### src/hdl/pwr_state_pkg.sv
// constants and types shared by the power-state controller
package pwr_state_pkg;
   localparam int unsigned CLK_HZ          = 25_000_000;
   localparam int unsigned LONG_PRESS_S    = 4;
   localparam int unsigned LONG_PRESS_CYC  = LONG_PRESS_S * CLK_HZ;
   localparam int unsigned DEBOUNCE_US     = 10_000;
   localparam int unsigned DEBOUNCE_CYC    = (DEBOUNCE_US * (CLK_HZ / 1_000_000));
   localparam int unsigned PRESS_W         = 27;
   localparam int unsigned DEB_W           = 18;
   localparam logic        SW_RESET_VAL    = 1'b0;
   localparam logic [1:0]  SLEEP_RESET_VAL = 2'h0;

   // which sleeping state is entered by a short press from working
   localparam logic [1:0] SLP_S3 = 2'h0;
   localparam logic [1:0] SLP_S4 = 2'h1;

   typedef enum logic [3:0] {
      ST_OFF   = 4'b0001,
      ST_WORK  = 4'b0010,
      ST_SLEEP = 4'b0100,
      ST_MECH  = 4'b1000
   } pstate_e;
endpackage

### src/hdl/switch_debounce.sv
// synchroniser and debouncer for the front-panel power switch
`timescale 1ns/1ns
module switch_debounce
   import pwr_state_pkg::*;
#(
   parameter int unsigned STABLE_CYC = DEBOUNCE_CYC
) (
   input  wire logic clk,
   input  wire logic arst_n,
   input  wire logic raw,
   output logic      clean
);
   logic              sync1;
   logic              sync2;
   logic [DEB_W-1:0]  cnt;
   logic [DEB_W-1:0]  next_cnt;
   logic              next_clean;

   always_comb begin
      next_cnt   = cnt;
      next_clean = clean;
      if (sync2 == clean) begin
         next_cnt = '0;
      end else if (cnt >= DEB_W'(STABLE_CYC - 1)) begin
         next_clean = sync2;
         next_cnt   = '0;
      end else begin
         next_cnt = cnt + DEB_W'(1);
      end
   end

   always_ff @(posedge clk or negedge arst_n) begin
      if (!arst_n) begin
         sync1 <= SW_RESET_VAL;
         sync2 <= SW_RESET_VAL;
         cnt   <= '0;
         clean <= SW_RESET_VAL;
      end else begin
         sync1 <= raw;
         sync2 <= sync1;
         cnt   <= next_cnt;
         clean <= next_clean;
      end
   end
endmodule

### src/hdl/power_state_wake_control.sv
// power-state controller: switch press timing, wake sources, software soft-off
//
// How it works
// - time each switch press; short or long against four seconds picks next state
// - short press: soft-off to working, working to sleep, sleep to working
// - long press in working or sleep forces soft-off regardless of software
// - LAN, PME, switch, RTC, WAKE wake S3/S4/S5; PS/2, serial, USB only S3
// - S5 wake by LAN/PME off after reset; power-on setting enables LAN wake
// - software soft-off command moves the system to soft-off without a press
// - PME wakes S3, S4 or S5 only while wake-on-PME is enabled
`timescale 1ns/1ns
module power_state_wake_control
   import pwr_state_pkg::*;
#(
   parameter int unsigned LONG_CYC   = LONG_PRESS_CYC,
   parameter int unsigned DEBNC_CYC  = DEBOUNCE_CYC
) (
   input  wire logic       REF_CLK,
   input  wire logic       ARST_N,
   input  wire logic       PWR_SW_N,
   input  wire logic       WAKE_LAN,
   input  wire logic       PME_N,
   input  wire logic       PCIE_WAKE_N,
   input  wire logic       RTC_ALARM,
   input  wire logic       USB_WAKE,
   input  wire logic       KBD_WAKE,
   input  wire logic       SERIAL_WAKE,
   input  wire logic       OS_SOFT_OFF,
   input  wire logic       OS_SLEEP_S4,
   input  wire logic       CFG_S5_LAN_ON,
   input  wire logic       CFG_PME_WAKE_EN,
   input  wire logic       AC_PRESENT,
   output logic            PWR_ON,
   output logic            IN_WORK,
   output logic            IN_SLEEP,
   output logic            IN_SOFT_OFF,
   output logic            IN_MECH_OFF,
   output logic [1:0]      SLEEP_KIND,
   output logic            WAKE_EVENT
);
   logic                sw_clean;
   logic                sw_prev;
   logic [PRESS_W-1:0]  press_cnt;
   logic                long_done;
   pstate_e             state;
   logic [1:0]          sleep_kind;
   logic                wake_ev;
   logic                next_sw_prev;
   logic [PRESS_W-1:0]  next_press_cnt;
   logic                next_long_done;
   pstate_e             next_state;
   logic [1:0]          next_sleep_kind;
   logic                next_wake_ev;
   logic                short_rel;
   logic                long_hit;
   logic                wake_any;
   logic                wake_deep;
   logic                wake_s3only;
   logic                pme_ok;

   switch_debounce #(.STABLE_CYC(DEBNC_CYC)) u_deb (
      .clk    (REF_CLK),
      .arst_n (ARST_N),
      .raw    (~PWR_SW_N),
      .clean  (sw_clean)
   );

   // press timer: short event on release before threshold, long at threshold
   always_comb begin
      next_sw_prev   = sw_clean;
      next_press_cnt = press_cnt;
      next_long_done = long_done;
      short_rel      = 1'b0;
      long_hit       = 1'b0;
      if (sw_clean) begin
         if (!sw_prev) begin
            next_press_cnt = '0;
            next_long_done = 1'b0;
         end else if (!long_done) begin
            if (press_cnt >= PRESS_W'(LONG_CYC - 1)) begin
               long_hit       = 1'b1;
               next_long_done = 1'b1;
            end else begin
               next_press_cnt = press_cnt + PRESS_W'(1);
            end
         end
      end else if (sw_prev && !long_done) begin
         short_rel = 1'b1;
      end
   end

   always_ff @(posedge REF_CLK or negedge ARST_N) begin
      if (!ARST_N) begin
         sw_prev   <= 1'b0;
         press_cnt <= '0;
         long_done <= 1'b0;
      end else begin
         sw_prev   <= next_sw_prev;
         press_cnt <= next_press_cnt;
         long_done <= next_long_done;
      end
   end

   // wake qualification; the switch itself wakes through the short press
   assign pme_ok      = ~PME_N & CFG_PME_WAKE_EN;
   assign wake_any    = ~PCIE_WAKE_N | RTC_ALARM;
   assign wake_deep   = WAKE_LAN | pme_ok;
   assign wake_s3only = USB_WAKE | KBD_WAKE | SERIAL_WAKE;

   always_comb begin
      next_state      = state;
      next_sleep_kind = sleep_kind;
      next_wake_ev    = 1'b0;
      case (state)
         ST_MECH: begin
            if (AC_PRESENT) begin
               next_state = ST_OFF;
            end
         end
         ST_OFF: begin
            // a held software off outranks the switch; LAN and PME share the S5 setting
            if (OS_SOFT_OFF) begin
               next_state = ST_OFF;
            end else if (short_rel) begin
               next_state = ST_WORK;
            end else if (wake_any || ((WAKE_LAN || pme_ok) && CFG_S5_LAN_ON)) begin
               next_state   = ST_WORK;
               next_wake_ev = 1'b1;
            end
         end
         ST_WORK: begin
            if (long_hit || OS_SOFT_OFF) begin
               next_state = ST_OFF;
            end else if (short_rel) begin
               next_state      = ST_SLEEP;
               next_sleep_kind = OS_SLEEP_S4 ? SLP_S4 : SLP_S3;
            end
         end
         ST_SLEEP: begin
            if (long_hit || OS_SOFT_OFF) begin
               next_state = ST_OFF;
            end else if (short_rel) begin
               next_state = ST_WORK;
            end else if (wake_any || wake_deep ||
                         (wake_s3only && sleep_kind == SLP_S3)) begin
               next_state   = ST_WORK;
               next_wake_ev = 1'b1;
            end
         end
         default: next_state = ST_OFF;
      endcase
      if (!AC_PRESENT) begin
         next_state   = ST_MECH;
         next_wake_ev = 1'b0;
      end
   end

   always_ff @(posedge REF_CLK or negedge ARST_N) begin
      if (!ARST_N) begin
         state       <= ST_OFF;
         sleep_kind  <= SLEEP_RESET_VAL;
         wake_ev     <= 1'b0;
         PWR_ON      <= 1'b0;
         IN_WORK     <= 1'b0;
         IN_SLEEP    <= 1'b0;
         IN_SOFT_OFF <= 1'b1;
         IN_MECH_OFF <= 1'b0;
         SLEEP_KIND  <= SLEEP_RESET_VAL;
         WAKE_EVENT  <= 1'b0;
      end else begin
         state       <= next_state;
         sleep_kind  <= next_sleep_kind;
         wake_ev     <= next_wake_ev;
         PWR_ON      <= (next_state == ST_WORK);
         IN_WORK     <= (next_state == ST_WORK);
         IN_SLEEP    <= (next_state == ST_SLEEP);
         IN_SOFT_OFF <= (next_state == ST_OFF);
         IN_MECH_OFF <= (next_state == ST_MECH);
         SLEEP_KIND  <= next_sleep_kind;
         WAKE_EVENT  <= next_wake_ev;
      end
   end
endmodule

### config.mk
export PLATFORM = sky130hd
export DESIGN_NAME = power_state_wake_control
export DESIGN_NICKNAME = d
export VERILOG_FILES = /design/src/hdl/pwr_state_pkg.sv /design/src/hdl/switch_debounce.sv /design/src/hdl/power_state_wake_control.sv
export SDC_FILE = /design/constraint.sdc
export NUM_CORES = 1
export LEC_CHECK = 0
export ABC_AREA = 1
export BUFFER_PORTS_ARGS = -buffer_cell sky130_fd_sc_hd__buf_2
export CAP_MARGIN = 15
export CORE_ASPECT_RATIO = 1.75
export CORE_MARGIN = 1
export CORE_UTILIZATION = 61
export CTS_CLUSTER_SIZE = 30
export DETAILED_ROUTE_END_ITERATION = 8
export PLACE_DENSITY = 0.86
export REMOVE_ABC_BUFFERS = 1
export SLEW_MARGIN = 20
export SYNTH_ARGS = -nofsm -noshare
export SYNTH_HDL_FRONTEND = slang
export SYNTH_HIERARCHICAL = 1
export SYNTH_SLANG_ARGS = --single-unit
### constraint.sdc
create_clock -name REF_CLK -period 2.1 [get_ports REF_CLK]
set_input_delay 0.315 -clock REF_CLK [delete_from_list [all_inputs] [get_ports REF_CLK]]
set_output_delay 0.315 -clock REF_CLK [all_outputs]
set_load 0.03 [all_outputs]
# Yosys cells after proc, flatten, opt, wreduce, memory -nomap -nowiden
# Index checks and enable logic that the tools add are counted.
dict set report classes {
  addsub 2
  eq_ne 10
  n_lt_le_gt_ge 2
  bitwise 10
  reduce_logical 13
  mux 32
}
# operator count
set ops {}
lappend ops {{27-bit two-way mux} 3}
lappend ops {{18-bit two-way mux} 2}
lappend ops {{4-bit two-way mux} 9}
lappend ops {{27-bit by 1-bit adder with 27-bit output (second input constant)} 1}
lappend ops {{27-bit >= comparator (second input constant)} 1}
lappend ops {{18-bit by 1-bit adder with 18-bit output (second input constant)} 1}
lappend ops {{18-bit >= comparator (second input constant)} 1}
lappend ops {{1-bit two-way mux} 16}
lappend ops {{4-bit case mux with 3 select lines} 1}
lappend ops {{4-bit by 1-bit equality test with 1-bit output (second input constant)} 2}
lappend ops {{4-bit by 2-bit equality test with 1-bit output (second input constant)} 2}
lappend ops {{4-bit by 3-bit equality test with 1-bit output (second input constant)} 2}
lappend ops {{3-bit AND reduction} 2}
lappend ops {{1-bit logical OR} 5}
lappend ops {{1-bit inverter} 5}
lappend ops {{4-bit equality test (second input constant)} 1}
lappend ops {{2-bit != test (second input constant)} 2}
lappend ops {{1-bit OR} 4}
lappend ops {{1-bit logical AND} 3}
lappend ops {{2-bit logical NOT} 1}
lappend ops {{1-bit case mux with 2 select lines} 1}
lappend ops {{2-bit AND reduction} 1}
lappend ops {{1-bit AND} 1}
lappend ops {{1-bit equality test} 1}
lappend ops {{1-bit logical NOT} 1}
dict set report totals {
  output_inout_bits 8
  wordCells 83
  inputBits 15
  reg_bits 61
}

# Longest topological paths before layout
dict set report depth {
  ltp_word 11
  ltp_mapped 12
  ltp_nobuf 12
}

# By module
# The synthesis kept the hierarchy.
# mod instances cells_each seq_area_each_um2 area_per_inst_um2
set by_module_without_submodules {}
lappend by_module_without_submodules {power_state_wake_control 1 374 978.4 2662.6}
lappend by_module_without_submodules {switch_debounce 1 146 525.5 1189.9}

# Worst setup path after synthesis
# No wires, ideal clock.
dict set report synth_path {
  path_type {register to register}
  start {register press_cnt[0]}
  end {register press_cnt[16]}
  synth_period_minus_slack_ns 1.773
  slack_ns 0.327
  stages_incl_launch_ff 13
  path_buffers 0
  required_time_ns 1.983
  arrival_ns 1.656
  setup_time_ns 0.117
  cell_sequence {dfrtp_1 -> ha_1 -> nand3_2 -> inv_1 -> nand2_1 -> inv_1 -> nand3_1 -> nand3_2 -> nand3b_4 -> nand2_4 -> clkinv_2 -> nand2_1 -> nand2_1}
}
dict set report synth_between {
  elab_chain_cells 4
  word_cells_on_any_way 7
  cone_classes {add/sub (1); order compare (1); eq/ne (1); mux (3); reduce/logical (1)}
}
# item line_no
set synth_rtl {}
lappend synth_rtl {{start: declaration} power_state_wake_control.sv:43} ;# logic [PRESS_W-1:0] press_cnt;
lappend synth_rtl {{start signal: assignment} power_state_wake_control.sv:99} ;# press_cnt <= next_press_cnt;
lappend synth_rtl {{27-bit by 1-bit adder with 27-bit output} power_state_wake_control.sv:84} ;# next_press_cnt = press_cnt + PRESS_W'(1);
lappend synth_rtl {{27-bit two-way mux} power_state_wake_control.sv:80} ;# if (press_cnt >= PRESS_W'(LONG_CYC - 1)) begin
lappend synth_rtl {{27-bit two-way mux} power_state_wake_control.sv:79} ;# end else if (!long_done) begin
lappend synth_rtl {{27-bit two-way mux} power_state_wake_control.sv:76} ;# if (!sw_prev) begin
# Several ways; a longest one is shown, not always the timed one. The select of a mux whose other input is x is not followed.
# A chain may end at the register's enable or synchronous reset.

# Worst setup path in the final report
dict set report layout_path {
  start {register press_cnt[0]}
  end {register press_cnt[5]}
}
# Same word-level chain as after synthesis.

==> metrics.md <==
| Metric | Value |
|---|---|
| Vias/cell | `roughly 5.5` |
| Initial antenna violation count | `0` |
| Avg WL per Cell | `14.54 microns` |
| Storage cell area | `0.001504 sq mm` |
| Violation count after the first detailed-route iteration | `232` |
| Initial core utilization | `62.81%` |
| First-pass GRT wire length | `15580 microns` |
| DIE HEIGHT | `107.1 microns` |
| Run status | `complete, no violations` |
| Slew Limit Fails | `0` |
| Top-Level Pins | `23` |
| CTS H-tree lvls | `3` |
| Vias in the first global route | `3487` |
| Met1 GRT Util | `35.38%` |
| Slowest cell on crit path | `dfrtp_1` |
| Count of different cell masters after synthesis | `35` |
| Synth area leader | `dfrtp_1` |
| YS warnings | `6` |
| Synthesized area per cell | `roughly 7.4 sq um` |
| Hold slack | `95.44 ps` |
| Pleak | `between 1.5 and 2 nW` |
| Antenna viol nets, final | `0` |
| Hold/Removal Path Class | `primary input to register` |
| Cell Chain, Critical Path | `ha_1, nand3_2, inv_1, nand2_1, inv_2, nand3_1, nand3_2, nand3b_4, nand2_4, buf_12, nand2_1, o21ai_2` |
| Layout cells sized above 1 | `18.49%` |
| Fin nets | `569` |
| Clock Tree Buf Depth | `2` |
| Final setup violation count | `0` |
| Min Clock Period, post-route | `approximately 2000 ps` |
| Part of the Yosys area used for sequential elements | `39.04%` |
| Mapped Cells | `520` |
| Setup CP Type | `register to register` |
| Die W | `between 60 and 70 microns` |
| Slew HR | `54.08%` |
| Worst Setup End Kind | `register` |
| Multi-input gate area | `0.002028 sq mm` |
| Num rows | `38` |
| FMAX | `513.9 MHz` |
| Clk pin slew, worst setup/hold paths | `approximately 70 ps` |
| Drt pass-1 iters | `5` |
| Gpl congestion | `0.9696` |
| Peak VDD IR | `882.8 uV` |
| Critical path's top delay family | `simple AND/OR/NAND/NOR gates` |
| CP Buf/Inv Count | `3` |
| Placed cells | `slightly above 600` |
| Max cap viols | `0` |
| Number of synthesized flops with an enable pin | `0` |
| CTS buffer count | `9` |
| Max stage delay on crit path | `between 400 and 500 ps` |
| Reg-to-reg setup timing slack | `around 150 ps` |
| CP arrival | `about 2200 ps` |
| Fillcell total | `466` |
| Area share of the largest cell type after synthesis | `37.67%` |
| P&R area growth vs syn | `11.79%` |
| Netlist Area Pre-Place | `about 0.0039 sq mm` |
| Layer with the highest usage | `met2` |
| Core area | `0.006133 sq mm` |
| Total gr overflow | `0` |
| GR Util All Layers | `between 30% and 40%` |
| Root Driver | `clkbuf_8` |
| Largest cells by area after synthesis | `dfrtp_1 38%, nand2_1 13%, nor2_1 8.4%, inv_1 5.8%, xor2_1 5.7%` |
| Leading registers by flop count | `press_cnt: 27 flops, u_deb/cnt: 18 flops, state: 4 flops` |
| GRT met3 Usage | `roughly 5%` |
| Clk sink count | `60` |
| Biggest register | `press_cnt` |
| Final Cycle Share | `roughly 93%` |
| IO Port Bufs | `21` |
| Met2 GRT Util | `between 50% and 60%` |
| Largest net degree at the start of global routing | `44` |
| CP Launch Type | `register` |
| Antenna Cells | `0` |
| Max reg flops | `27` |
| Post-Layout Cell Count | `637` |
| Post-CTS setup buffer count | `0` |
| Req. time, crit path | `2400 ps` |
| Routed WL | `9262 microns` |
| Post-route DRC | `0` |
| Ys async rst share | `100.0%` |
| Die ar. | `approximately 0.0067 sq mm` |
| CTS tree | `built` |
| Dpl hpwl | `6756 microns` |
| Worst Max-Slew Pin Slew | `682.5 ps` |
| Final Skew | `14.71 ps` |
| Synth Flop Type | `dfrtp_1` |
| Power Dens Cells | `588.1 mW/mm^2` |
| #FFs+latches synth | `60` |
| RSZ-0062 raised after global routing | `no` |
| Hold Vio Cnt, Final | `0` |
| Worst Path Max Fanout | `31` |
| Clock latency on the worst-skew pair | `360 ps` |
| Via count | `~3.5k` |
## path summary, 6_finish.rpt
kind	from	end	cells past startpoint
worst max-delay path	press_cnt[0]	press_cnt[5]	12
worst min-delay path	PWR_SW_N	u_deb/sync1	2
worst max register to register	press_cnt[0]	press_cnt[5]	12
worst min register to register	u_deb/sync1	u_deb/sync2	0
max in group asynchronous	ARST_N	IN_SOFT_OFF	3
min in group asynchronous	ARST_N	press_cnt[14]	2
## metal layers
| metal | share of wire (%) | up-vias |
|---|---|---|
| li1 | - | 1705 |
| met3 | 3.8 | 47 |
| met4 | 5.7 | 0 |
| met2 | 55 | 123 |
| met5 | 0 | - |
| met1 | 36 | 1650 |
## power by group
part | leakage [nW] | switching, mW | total, mW | internal [mW]
combinational | 0.968 | 0.0663 | 0.0973 | 0.0310
sequential | 0.819 | 0.0110 | 1.18 | 1.17
clock | 0.116 | 0.489 | 1.25 | 0.766
## what timing repair did
| item | in CTS | in global routing |
|---|---|---|
| gates resized for setup | 0 | 1 |
| hold buffers | 1 | 0 |
| setup endpoints to repair | 0 | 6 |
| hold endpoints to repair | 17 | 0 |
## placed cells by master (no fill, tap or decap), types with 6 or more instances in the layout
cell,n
nand3_1,29
dfrtp_1,58
nand4_1,16
clkbuf_8,12
o21ai_2,17
nor3_1,15
nor2_1,86
a21oi_1,9
buf_2,21
xnor2_1,8
xor2_1,25
nand2_2,6
nor2_2,15
inv_1,59
nand2_1,135
buf_4,6
## cell usage after synthesis, types with 2 or more instances
master	instances
nand2_1	135
nor2_1	86
inv_1	60
dfrtp_1	58
nand3_1	29
xor2_1	25
o21ai_2	17
nand4_1	16
nor2_2	15
nor3_1	15
a21oi_1	9
xnor2_1	8
nand2_2	6
nand3_2	5
o21ai_0	5
buf_6	4
nor2_4	3
buf_4	2
clkbuf_1	2
dfstp_2	2
ha_1	2
inv_2	2
nor4_1	2
## logic make-up (layout without fill, tap and decap cells)
| kind of cell | after synthesis | count (layout) | synth area share, % |
|---|---|---|---|
| AND/OR/NAND/NOR | 318 | 318 | 37.87 |
| buffers and inverters | 72 | 109 | 8.314 |
| flip-flops | 60 | 60 | 39.04 |
| AO/OA/AOI/OAI | 34 | 34 | 6.528 |
| XOR/XNOR | 33 | 33 | 7.503 |
| adder cells (fa/ha/maj) | 2 | 2 | 0.6495 |
| other | 1 | 1 | 0.09734 |
## metrics by stage
step                      TNS, ps  setup slack (ps)  instance area, sq um  power, mW  utilization [%]
after floorplan            -230.8            -27.38                  3770      1.245                -
after global placement          0             272.7                  4060      1.296            66.20
after detailed placement        0             174.1                  4060      1.300            66.20
after CTS                       0             159.7                  4307      2.540            70.22
after global routing            0             9.342                  4307      2.592            70.22
final                           0             154.0                  4307      2.533            70.22
## final cells by class
type	count	share of cell area [%]
Clock buffer	13	3.922
Multi-Input combinational cell	388	47.09
Sequential cell	60	34.92
Inverter	63	5.520
Tap cell	80	2.324
Timing Repair Buffer	30	4.648
Clock inverter	3	1.569
Power figures use the tool's default switching activity.
